**src/hdl/flash_seq_pkg.sv**
```systemverilog
// Package with constants, register map and types of the flash command sequencer.
// Overview of operation
// - Command 0x06 programs a phrase; byte gives block
// - Program commands need parameter index 101
// - Program address bits 2:0 must be zero
// - Write four words, read back, then complete
// - Protected address sets protection violation flag
// - Verify errors set verify flag; fatal ones also set uncorrectable
// - Bad mode or invalid address sets access error
// - Command 0x07 programs once; index 0 to 7
// - Program once checks erased, programs, verifies
// - Already programmed once phrase is refused
// - All-ones once phrase may be programmed again
// - Command 0x08 erases all; index must be 000
// - Erase all, verify, release security on pass
// - Any protection blocks commanded erase all
// - Request input starts erase all without command
// - Invalid divider skips request, sets access error
// - Erase all restores divider to reset value
// - Request erase ignores protection, keeps it unchanged
// - Verify pass unsecures state and security byte
// - Pending bit tracks request; verify errors flagged
package flash_seq_pkg;
    // Register byte offsets on the APB bus.
    localparam logic [7:0] OFS_CLKDIV = 8'h00;
    localparam logic [7:0] OFS_STATUS = 8'h04;
    localparam logic [7:0] OFS_CONFIG = 8'h08;
    localparam logic [7:0] OFS_SECURITY = 8'h0C;
    localparam logic [7:0] OFS_INDEX = 8'h10;
    localparam logic [7:0] OFS_PARAM = 8'h14;
    localparam logic [7:0] OFS_PROTECT = 8'h18;
    localparam logic [7:0] OFS_MODE = 8'h1C;
    // Status register bit positions.
    localparam int ST_CMD_COMPLETE_FLAG = 7;
    localparam int ST_ACCESS_ERROR_FLAG = 5;
    localparam int ST_PROTECTION_VIOLATION_FLAG = 4;
    localparam int ST_VERR = 1;
    localparam int ST_UERR = 0;
    // Config register bit of the request pending indication.
    localparam int CF_PENDING = 0;
    // Divider register: bit 7 marks a loaded setting.
    localparam int DIV_LOADED = 7;
    localparam logic [7:0] CLKDIV_RESET = 8'h00;
    // Security field values.
    localparam logic [1:0] SEC_SECURED = 2'h0;
    localparam logic [1:0] SEC_UNSECURE = 2'h2;
    // Command codes and parameter index needs.
    localparam logic [7:0] CMD_PROGRAM = 8'h06;
    localparam logic [7:0] CMD_ONCE = 8'h07;
    localparam logic [7:0] CMD_ERASE_ALL = 8'h08;
    localparam logic [2:0] IDX_PROGRAM = 3'h5;
    localparam logic [2:0] IDX_ERASE_ALL = 3'h0;
    localparam logic [15:0] ONCE_MAX = 16'h0007;
    // Valid program block, upper global address byte.
    localparam logic [7:0] PBLOCK_HI = 8'h00;
    // Embedded algorithm timing in ns and in 4 ns cycles.
    localparam int CLK_NS = 4;
    localparam int PROG_NS = 40;
    localparam int ERASE_NS = 400;
    localparam int PROG_CYC = (PROG_NS + CLK_NS - 1) / CLK_NS;
    localparam int ERASE_CYC = (ERASE_NS + CLK_NS - 1) / CLK_NS;
    // Sequencer states.
    typedef enum logic [5:0] {
        S_IDLE = 6'h01,
        S_BLANK = 6'h02,
        S_PROG = 6'h04,
        S_ERASE = 6'h08,
        S_VERIFY = 6'h10,
        S_DONE = 6'h20
    } seq_state_t;
    // Array port towards the flash macro.
    typedef struct packed {
        logic prog;
        logic erase;
        logic once;
        logic [23:0] addr;
        logic [63:0] data;
    } array_req_t;
endpackage

```
**src/hdl/flash_seq.sv**
```systemverilog
// Flash command sequencer for phrase program, program once and erase all.
`timescale 1ns/1ns
module flash_seq
    import flash_seq_pkg::*;
#(
    parameter int ONCE_PHRASES = 8
) (
    // Clock and reset.
    input wire logic clock_in,
    input wire logic srst_in,
    // APB slave.
    input wire logic psel_in,
    input wire logic penable_in,
    input wire logic pwrite_in,
    input wire logic [7:0] paddr_in,
    input wire logic [31:0] pwdata_in,
    output logic [31:0] prdata_out,
    output logic pready_out,
    output logic pslverr_out,
    // Erase-all request from system logic, asynchronous.
    input wire logic erase_req_in,
    // Flash array model port.
    output array_req_t array_out,
    input wire logic array_err_in,
    input wire logic array_fatal_in,
    input wire logic array_blank_in,
    // Security state for the chip.
    output logic [1:0] security_out
);
    // Registers.
    logic [7:0] clkdiv_q;
    logic [7:0] status_q;
    logic pending_q;
    logic [1:0] sec_q;
    logic [2:0] index_q;
    logic [15:0] param_q [6];
    logic [7:0] protect_q;
    logic mode_ok_q;
    logic [ONCE_PHRASES-1:0] once_used_q;
    seq_state_t state_q;
    logic [7:0] timer_q;
    logic [2:0] cmd_q;
    logic from_pin_q;
    logic sync1_q, sync2_q, sync3_q;
    logic [31:0] rdata_q;
    logic ready_q;
    array_req_t array_q;

    // Bus decode; a transfer takes effect only at the edge where ready is seen high.
    // The first access cycle is a wait state, so the master always sees one.
    wire bus_acc = psel_in && penable_in && ready_q;
    wire bus_wr = bus_acc && pwrite_in;
    wire busy = (state_q != S_IDLE);
    wire launch = bus_wr && (paddr_in == OFS_STATUS) && pwdata_in[ST_CMD_COMPLETE_FLAG] && status_q[ST_CMD_COMPLETE_FLAG] && !busy;
    wire pin_rise = sync2_q && !sync3_q;
    wire [23:0] gaddr = {param_q[0][7:0], param_q[1]};
    wire [7:0] opcode = param_q[0][15:8];
    wire [63:0] pdata = {param_q[5], param_q[4], param_q[3], param_q[2]};
    wire all_ones = (pdata == 64'hFFFF_FFFF_FFFF_FFFF);

    // Launch checks evaluated in the launch cycle.
    logic acc_fail, prot_fail;
    always_comb begin
        acc_fail = 1'b0;
        prot_fail = 1'b0;
        case (opcode)
            CMD_PROGRAM: begin
                acc_fail = (index_q != IDX_PROGRAM) || !mode_ok_q
                    || (gaddr[23:16] != PBLOCK_HI) || (gaddr[2:0] != 3'h0);
                prot_fail = protect_q[gaddr[17:15]];
            end
            CMD_ONCE: begin
                acc_fail = (index_q != IDX_PROGRAM) || !mode_ok_q || (param_q[1] > ONCE_MAX)
                    || once_used_q[param_q[1][2:0]];
            end
            CMD_ERASE_ALL: begin
                acc_fail = (index_q != IDX_ERASE_ALL) || !mode_ok_q;
                prot_fail = |protect_q;
            end
            default: acc_fail = 1'b1;
        endcase
    end

    // Two-flop synchroniser plus an edge register for the request.
    always_ff @(posedge clock_in) begin
        if (srst_in) begin
            sync1_q <= 1'b0;
            sync2_q <= 1'b0;
            sync3_q <= 1'b0;
        end else begin
            sync1_q <= erase_req_in;
            sync2_q <= sync1_q;
            sync3_q <= sync2_q;
        end
    end

    // Sequencer state machine and its timer.
    always_ff @(posedge clock_in) begin
        if (srst_in) begin
            state_q <= S_IDLE;
            timer_q <= 8'h00;
            cmd_q <= 3'h0;
            from_pin_q <= 1'b0;
        end else begin
            case (state_q)
                S_IDLE: begin
                    // A pin request wins over a launch in the same cycle.
                    if (pin_rise && clkdiv_q[DIV_LOADED]) begin
                        state_q <= S_ERASE;
                        from_pin_q <= 1'b1;
                        timer_q <= 8'(ERASE_CYC);
                    end else if (launch && !acc_fail && !prot_fail) begin
                        cmd_q <= opcode[2:0];
                        from_pin_q <= 1'b0;
                        if (opcode == CMD_ERASE_ALL) begin
                            state_q <= S_ERASE;
                            timer_q <= 8'(ERASE_CYC);
                        end else if (opcode == CMD_ONCE) begin
                            state_q <= S_BLANK;
                        end else begin
                            state_q <= S_PROG;
                            timer_q <= 8'(PROG_CYC);
                        end
                    end
                end
                S_BLANK: begin
                    state_q <= array_blank_in ? S_PROG : S_DONE;
                    timer_q <= 8'(PROG_CYC);
                end
                S_PROG, S_ERASE: begin
                    if (timer_q == 8'h00) begin
                        state_q <= S_VERIFY;
                    end else begin
                        timer_q <= timer_q - 8'h01;
                    end
                end
                S_VERIFY: state_q <= S_DONE;
                S_DONE: state_q <= S_IDLE;
                default: state_q <= S_IDLE;
            endcase
        end
    end

    // Array request drive; erase ignores protection on the pin path.
    always_ff @(posedge clock_in) begin
        if (srst_in) begin
            array_q <= '0;
        end else begin
            array_q.prog <= (state_q == S_PROG);
            array_q.erase <= (state_q == S_ERASE);
            array_q.once <= (cmd_q == CMD_ONCE[2:0]) && (state_q == S_PROG || state_q == S_BLANK);
            array_q.addr <= (cmd_q == CMD_ONCE[2:0]) ? {21'h0, param_q[1][2:0]} : gaddr;
            array_q.data <= pdata;
        end
    end

    // Status flags: set by hardware wins over software clear.
    always_ff @(posedge clock_in) begin
        if (srst_in) begin
            status_q <= 8'h80;
        end else begin
            if (bus_wr && paddr_in == OFS_STATUS && !busy) begin
                status_q[ST_ACCESS_ERROR_FLAG] <= status_q[ST_ACCESS_ERROR_FLAG] && !pwdata_in[ST_ACCESS_ERROR_FLAG];
                status_q[ST_PROTECTION_VIOLATION_FLAG] <= status_q[ST_PROTECTION_VIOLATION_FLAG] && !pwdata_in[ST_PROTECTION_VIOLATION_FLAG];
            end
            if (launch) begin
                status_q[ST_CMD_COMPLETE_FLAG] <= 1'b0;
                status_q[ST_VERR] <= 1'b0;
                status_q[ST_UERR] <= 1'b0;
                if (acc_fail) begin
                    status_q[ST_ACCESS_ERROR_FLAG] <= 1'b1;
                end else if (prot_fail) begin
                    status_q[ST_PROTECTION_VIOLATION_FLAG] <= 1'b1;
                end
            end
            if (!busy && pin_rise && !clkdiv_q[DIV_LOADED]) begin
                status_q[ST_ACCESS_ERROR_FLAG] <= 1'b1;
            end
            // Unless a refused launch shares its start cycle, a request-started erase also holds the complete flag low while it runs.
            if (!busy && pin_rise && clkdiv_q[DIV_LOADED]) begin
                status_q[ST_CMD_COMPLETE_FLAG] <= 1'b0;
                status_q[ST_VERR] <= 1'b0;
                status_q[ST_UERR] <= 1'b0;
            end
            if (state_q == S_BLANK && !array_blank_in) begin
                status_q[ST_ACCESS_ERROR_FLAG] <= 1'b1;
            end
            if (state_q == S_VERIFY) begin
                status_q[ST_VERR] <= array_err_in || array_fatal_in;
                status_q[ST_UERR] <= array_fatal_in;
            end
            if (launch && (acc_fail || prot_fail)) begin
                status_q[ST_CMD_COMPLETE_FLAG] <= 1'b1;
            end
            if (state_q == S_DONE) begin
                status_q[ST_CMD_COMPLETE_FLAG] <= 1'b1;
            end
        end
    end

    // Security, once-used record and pending bit.
    always_ff @(posedge clock_in) begin
        if (srst_in) begin
            sec_q <= SEC_SECURED;
            once_used_q <= '0;
            pending_q <= 1'b0;
        end else begin
            if (!busy && pin_rise && clkdiv_q[DIV_LOADED]) begin
                pending_q <= 1'b1;
            end else if (state_q == S_DONE) begin
                pending_q <= 1'b0;
            end
            if (state_q == S_VERIFY && cmd_q == CMD_ERASE_ALL[2:0] || state_q == S_VERIFY && from_pin_q) begin
                if (!array_err_in && !array_fatal_in) begin
                    sec_q <= SEC_UNSECURE;
                end
            end
            if (state_q == S_VERIFY && cmd_q == CMD_ONCE[2:0] && !from_pin_q && !all_ones) begin
                once_used_q[param_q[1][2:0]] <= 1'b1;
            end
        end
    end

    // Software registers; writes are dropped while busy.
    always_ff @(posedge clock_in) begin
        if (srst_in) begin
            clkdiv_q <= CLKDIV_RESET;
            index_q <= 3'h0;
            protect_q <= 8'h00;
            mode_ok_q <= 1'b1;
            for (int i = 0; i < 6; i++) begin
                param_q[i] <= 16'h0000;
            end
        end else begin
            if (bus_wr && !busy) begin
                case (paddr_in)
                    OFS_CLKDIV: clkdiv_q <= pwdata_in[7:0];
                    OFS_INDEX: index_q <= pwdata_in[2:0];
                    OFS_PARAM: param_q[index_q] <= pwdata_in[15:0];
                    OFS_PROTECT: protect_q <= pwdata_in[7:0];
                    OFS_MODE: mode_ok_q <= pwdata_in[0];
                    default: ;
                endcase
            end
            if (state_q == S_DONE && (from_pin_q || cmd_q == CMD_ERASE_ALL[2:0])) begin
                clkdiv_q <= CLKDIV_RESET;
            end
        end
    end

    // Read mux and one-wait-state ready.
    always_ff @(posedge clock_in) begin
        if (srst_in) begin
            rdata_q <= 32'h0000_0000;
            ready_q <= 1'b0;
        end else begin
            ready_q <= psel_in && penable_in && !ready_q;
            case (paddr_in)
                OFS_CLKDIV: rdata_q <= {24'h0, clkdiv_q};
                OFS_STATUS: rdata_q <= {24'h0, status_q};
                OFS_CONFIG: rdata_q <= {31'h0, pending_q};
                OFS_SECURITY: rdata_q <= {30'h0, sec_q};
                OFS_INDEX: rdata_q <= {29'h0, index_q};
                OFS_PARAM: rdata_q <= {16'h0, param_q[index_q]};
                OFS_PROTECT: rdata_q <= {24'h0, protect_q};
                OFS_MODE: rdata_q <= {31'h0, mode_ok_q};
                default: rdata_q <= 32'h0000_0000;
            endcase
        end
    end

    assign prdata_out = rdata_q;
    assign pready_out = ready_q;
    assign pslverr_out = 1'b0;
    assign array_out = array_q;
    assign security_out = sec_q;
endmodule

```
**config.mk**
```make
export PLATFORM = sky130hd
export DESIGN_NAME = flash_seq
export DESIGN_NICKNAME = d
export VERILOG_FILES = /design/src/hdl/flash_seq_pkg.sv /design/src/hdl/flash_seq.sv
export SDC_FILE = /design/constraint.sdc
export NUM_CORES = 1
export LEC_CHECK = 0
export BUFFER_PORTS_ARGS = -buffer_cell sky130_fd_sc_hd__clkbuf_2
export CORE_MARGIN = 1
export CORE_UTILIZATION = 59
export CTS_BUF_LIST = sky130_fd_sc_hd__clkbuf_2 sky130_fd_sc_hd__clkbuf_4 sky130_fd_sc_hd__clkbuf_8
export DETAILED_ROUTE_END_ITERATION = 7
export PLACE_DENSITY = 0.82
export SYNTH_ARGS = -nofsm -noshare
export SYNTH_HDL_FRONTEND = slang
export SYNTH_SLANG_ARGS = --single-unit
```
**constraint.sdc**
```tcl
create_clock -name clock_in -period 3.3 [get_ports clock_in]
set_input_delay 0.33 -clock clock_in [delete_from_list [all_inputs] [get_ports clock_in]]
set_output_delay 0.33 -clock clock_in [all_outputs]
set_load 0.005 [all_outputs]
```
**After elaboration in Yosys (flattened, before gate mapping)**

Memories as Yosys holds them, arrays and structs flattened. A register that Yosys moved wholly into a read port is not among the register bits.
Cells that the tools add are included.

- Register bits after elaboration: 180
- Bits in latches: 0
- RAM bits: 96
- ROM bits: 0
- Input port bits: 49
- Output and inout port bits: 127
- Word-level logic and storage cells: 187
- Memories: 1

Memory list:

| name | depth | bits a word | rd ports | clocked after Yosys merged registers in | write ports | line | text |
|---|---|---|---|---|---|---|---|
| param_q | 6 | 16 | 7 | 1 | 6 | flash_seq.sv:36 | `logic [15:0] param_q [6];` |

- Add/subtract/negate cells: 1
- $mul: 0
- Div/mod/pow operators: 0
- Magnitude comparators: 4
- Eq/ne operators: 24
- Shifts and indexed selects: 0
- Mux-type cells: 49
- Bitwise gates (word level): 2
- Reduce and logical (&&, ||, !) cells: 81

Operator list:

| kind | count |
|---|---|
| $pmux W16 S8 | 1 |
| $eq A64 B64 Y1 const B | 1 |
| $mux W8 | 5 |
| $eq A8 B5 Y1 const B | 4 |
| $logic_and A1 B1 Y1 | 30 |
| $eq A8 B3 Y1 const B | 3 |
| $eq A8 B4 Y1 const B | 3 |
| $mux W6 | 4 |
| $pmux W6 S4 | 1 |
| $pmux W8 S3 | 1 |
| $mux W1 | 21 |
| $gt A16 B3 Y1 const B | 1 |
| $logic_not A8 Y1 | 2 |
| $mux W16 | 1 |
| $reduce_or A16 Y1 | 1 |
| $logic_not A1 Y1 | 14 |
| $reduce_and A2 Y1 | 7 |
| $mux W3 | 4 |
| $reduce_bool A3 Y1 | 4 |
| $logic_or A1 B1 Y1 | 11 |
| $mux W2 | 5 |
| $lt A3 B4 Y1 const B | 2 |
| $or A8 B8 Y8 | 1 |
| $reduce_bool A8 Y1 | 1 |
| 26 further kinds | 33 |

**Longest topological paths before layout**

- Word-level depth: 12
- Mapped depth: 10
- Mapped depth without buffers: 8

**Worst setup path after synthesis**

Ideal clock, no wire load.

- Path kind: input to register
- From: input paddr_in[3]
- To: memory param_q[7][0], enable pin
- Data arrival time: 2.544 ns
- Slack: 0.343 ns
- Stages on the path: 7
- Buffers on the path: 2
- Cell sequence: buf_6 -> nor4b_2 -> and2_1 -> buf_4 -> and2_1 -> nand3_1 -> nor3b_1

RTL lines:

| element | line | text |
|---|---|---|
| start, declared | flash_seq.sv:15 | `input wire logic [7:0] paddr_in,` |
| end, declared | flash_seq.sv:36 |  |

==> results.yml <==
clock_network:
  cts_repair_resize_count: 0
  cts_tree: "done"
  post_cts.repair.setup_buffers: 0
  hold_buffers: 5
  tritoncts.num_buffers: 45
  worst_setup_hold_path_clk_slew_ps: 60
  worstSkewPairLatency_ps: 570
  clock_tree_root_driver_cell: "clkbuf_8"
  htree_levels: 2
  clock-sinks: 295
  largest_buffer_count_on_any_clock_path: 3
die:
  io_pins: 176
  rows: 51
  chipWidth_um: 143
  die-height_um: 143
  core_area_mm2: 0.0195
  starting_density_pct: 60.3
  dieArea_mm2: 0.0205
synthesis:
  syn-instance-count: 976
  synth_top_cells_by_count: "dfxtp_1, edfxtp_1, nor2_1, nand2_1, nor2b_1"
  synthesis.area_per_instance_um2: 12.1
  synth_top_cell_area_share_pct: 32.6
  synthDistinctLibCells: 67
  synth_area_leaders: "edfxtp_1, dfxtp_1, mux4_2"
  synth_flop_cell: "dfxtp_1"
  ys_async_rst_share_pct: 0
  yosys_warnings: 0
  synth_top_area_cell: "edfxtp_1"
  post-synth-top-count-cell: "dfxtp_1"
  ys_ff_latch: 295
  netlist_area_mm2: 0.0118
  number_of_enable_type_register_cells_in_the_synthesized_netlist: 128
  synth-seq-area-share_pct: 61.0
global_routing:
  grt_antenna_before_repair: 0
  first_global_vias: 7979
  grt_pass1_wl_mm: 45.0
  grt.overflow.total: 0
  overall_global_routing_usage_pct: 29.9
  grt_start_max_net_pins: 60
sta:
  final_min_period_over_clock_period_pct: 82.6
  timing_worst_slew_pin_value_ps: 839
  max_slew_margin_pct: 43.8
  drv_slew: 0
  final.min_clock_period_ps: 2730
  rsz0062_at_grt: "no"
  final-hold-violation-count: 0
  setup-violations-final: 0
  post-route-worst-setup-slack_ps: 574
  final.setup.tns_ps: 0
  clock-skew-final_ps: 15.7
  clock.fmax_ghz: 0.367
route:
  wire_per_inst_um: 20.7
  first_iter_violations: 1006
  drt-total-wl_mm: 30.1
  detail_route.drc_violations: 0
  dr.pass1.iters: 5
  vias: 8557
  drt.antenna.violating_nets: 0
  drt-vias-per-instance: 5.89
pwr:
  seq_power_share_pct: 54.7
  p_sw_mw: 1.63
  power_leakage_nw: 5.43
  vdd_drop_max_mv: 0.324
  swShare_pct: 22.5
  power.share.combinational_pct: 4.1
  internal_power_mw: 5.60
  power.density_mw_per_mm2: 527
  power.total_mw: 7.23
  clkPwrFrac_pct: 41.2
finish:
  layout.area.seq_mm2: 0.00719
  post_route_cells_drive_above_1_share_pct: 26.9
  multiInputGateArea_mm2: 0.00422
  syn_to_final_growth_pct: 16.5
  finalNetCount: 1204
  antenna_cells_inserted: 0
  layout.filler_cells: 1370
worst_setup_path:
  setup.worst_path.class: "reg -> reg"
  worst-path-max-fanout: 16
  critPathArrivalTime_ps: 2910
  kind_of_start_point_of_the_critical_path: "flop"
  cp-end-kind: "flop"
  r2r_slack_ps: 570
  critPathRequiredTime_ps: 3490
placement:
  port_buffers: 141
  place.gp.congestion: 0.918
  post-place-ws_ps: 621
  place.detailed.hpwl_mm: 21.2
worst_hold_path:
  path_category_of_the_worst_min_delay_check: "in -> reg"
job:
  cap_viol_max_count: 0
status:
  status: "complete, no violations"
-- critical path, cell delays in order, from the launching register on --
cell and delay [ps]:
dfxtp_1 410, nor4b_2 360, nand3_1 410, nor3_2 340, buf_4 210, nand2_1 70, nand2_1 550
-- state kept, by name, summed over array words and instances (netlist names), named ones only --
| name | cells |
|---|---|
| array_out | 91 |
| pready_out | 1 |
| param_q | 128 |
| security_out | 1 |
| mode_ok_q | 1 |
| timer_q | 8 |
| protect_q | 8 |
| clkdiv_q | 8 |
| state_q | 6 |
| status_q | 5 |
| cmd_q | 3 |
| prdata_out | 16 |
| pending_q | 1 |
| sync1_q | 1 |
| sync3_q | 1 |
| sync2_q | 1 |
| index_q | 3 |
| once_used_q | 8 |
| from_pin_q | 1 |
-- worst paths after layout --
check / endpoint / depth (start not counted) / from
worst max register to register: param_q[0][6]$_SDFFCE_PN0P_ / 6 / state_q[2]$_SDFFE_PP0P_
worst max-delay path: param_q[0][6]$_SDFFCE_PN0P_ / 6 / state_q[2]$_SDFFE_PP0P_
worst min-delay path: status_q[0]$_SDFFE_PP0P_ / 3 / array_fatal_in
worst min register to register: sync2_q$_SDFF_PP0_ / 1 / sync1_q$_SDFF_PP0_
-- final cells by class --
cell class | count | share of cell area [%]
tap | 265 | 2.42
sequential | 295 | 52.4
clock buffer | 67 | 5.99
clock inverter | 14 | 0.520
timing repair buffer | 178 | 7.27
multi-input combinational | 607 | 30.7
inverter | 26 | 0.711
-- metrics by stage --
stage | utilization, % | hold WS, ps | instances | instance area [µm²]
floorplan | - | 414 | 993 | 11800
global placement | 65.5 | 423 | 1366 | 12800
detailed placement | 65.5 | 435 | 1366 | 12800
CTS | 70.3 | 19.2 | 1452 | 13700
global route | 70.3 | 48.6 | 1452 | 13700
finish | 70.3 | 39.1 | 1452 | 13700
-- power by group through the flow --
stage / clock network [mW] / registers [mW] / logic [mW]
finish: 2.98 / 3.95 / 0.297
global route: 3.17 / 3.96 / 0.321
CTS: 3.00 / 3.95 / 0.295
detailed placement: 0 / 4.03 / 0.289
global placement: 0 / 4.02 / 0.282
floorplan: 0 / 4.00 / 0.177
-- cells in the final DEF (no fill, tap or decap), drive strengths merged, types with 3 or more instances in the layout --
master       instances
a21oi               30
a222oi               6
a31oi               11
and2                43
and3                17
and3b                3
buf                 33
clkbuf             207
clkinv              12
conb                18
dfxtp              167
dlygate4sd3          5
edfxtp             128
inv                 26
mux2                12
mux2i               26
mux4                34
nand2               72
nand2b               5
nand3               18
nand3b               7
nand4               20
nor2               107
nor2b               71
nor3                20
nor4                20
nor4b                7
o211a                3
o211ai               5
o21a                 8
o21ai                7
o32ai                3
or4                  6
-- logic make-up (layout without fill, tap and decap cells) --
| family | count (synthesis) | in the layout | share of synthesized area, % |
|---|---|---|---|
| DFF | 295 | 295 | 61.0 |
| other | 1 | 18 | 0.0318 |
| and+or+nand+nor | 428 | 428 | 19.7 |
| xor gates and xnor gates | 1 | 1 | 0.0744 |
| adders and majority gates | 2 | 2 | 0.212 |
| buffers and inverters | 91 | 285 | 3.78 |
| muxes | 72 | 72 | 9.89 |
| AOI/OAI and AO/OA | 86 | 86 | 5.28 |
-- per-layer routing --
metal | vias up | global-route usage, % | share of wire (%)
li1 | 3846 | - | -
met3 | 72 | 8.20 | 12
met4 | 0 | 12.5 | 3.3
met1 | 4093 | 40.1 | 39
met2 | 546 | 45.9 | 46
met5 | - | 0 | 0
(Power assumes the default switching activity.)
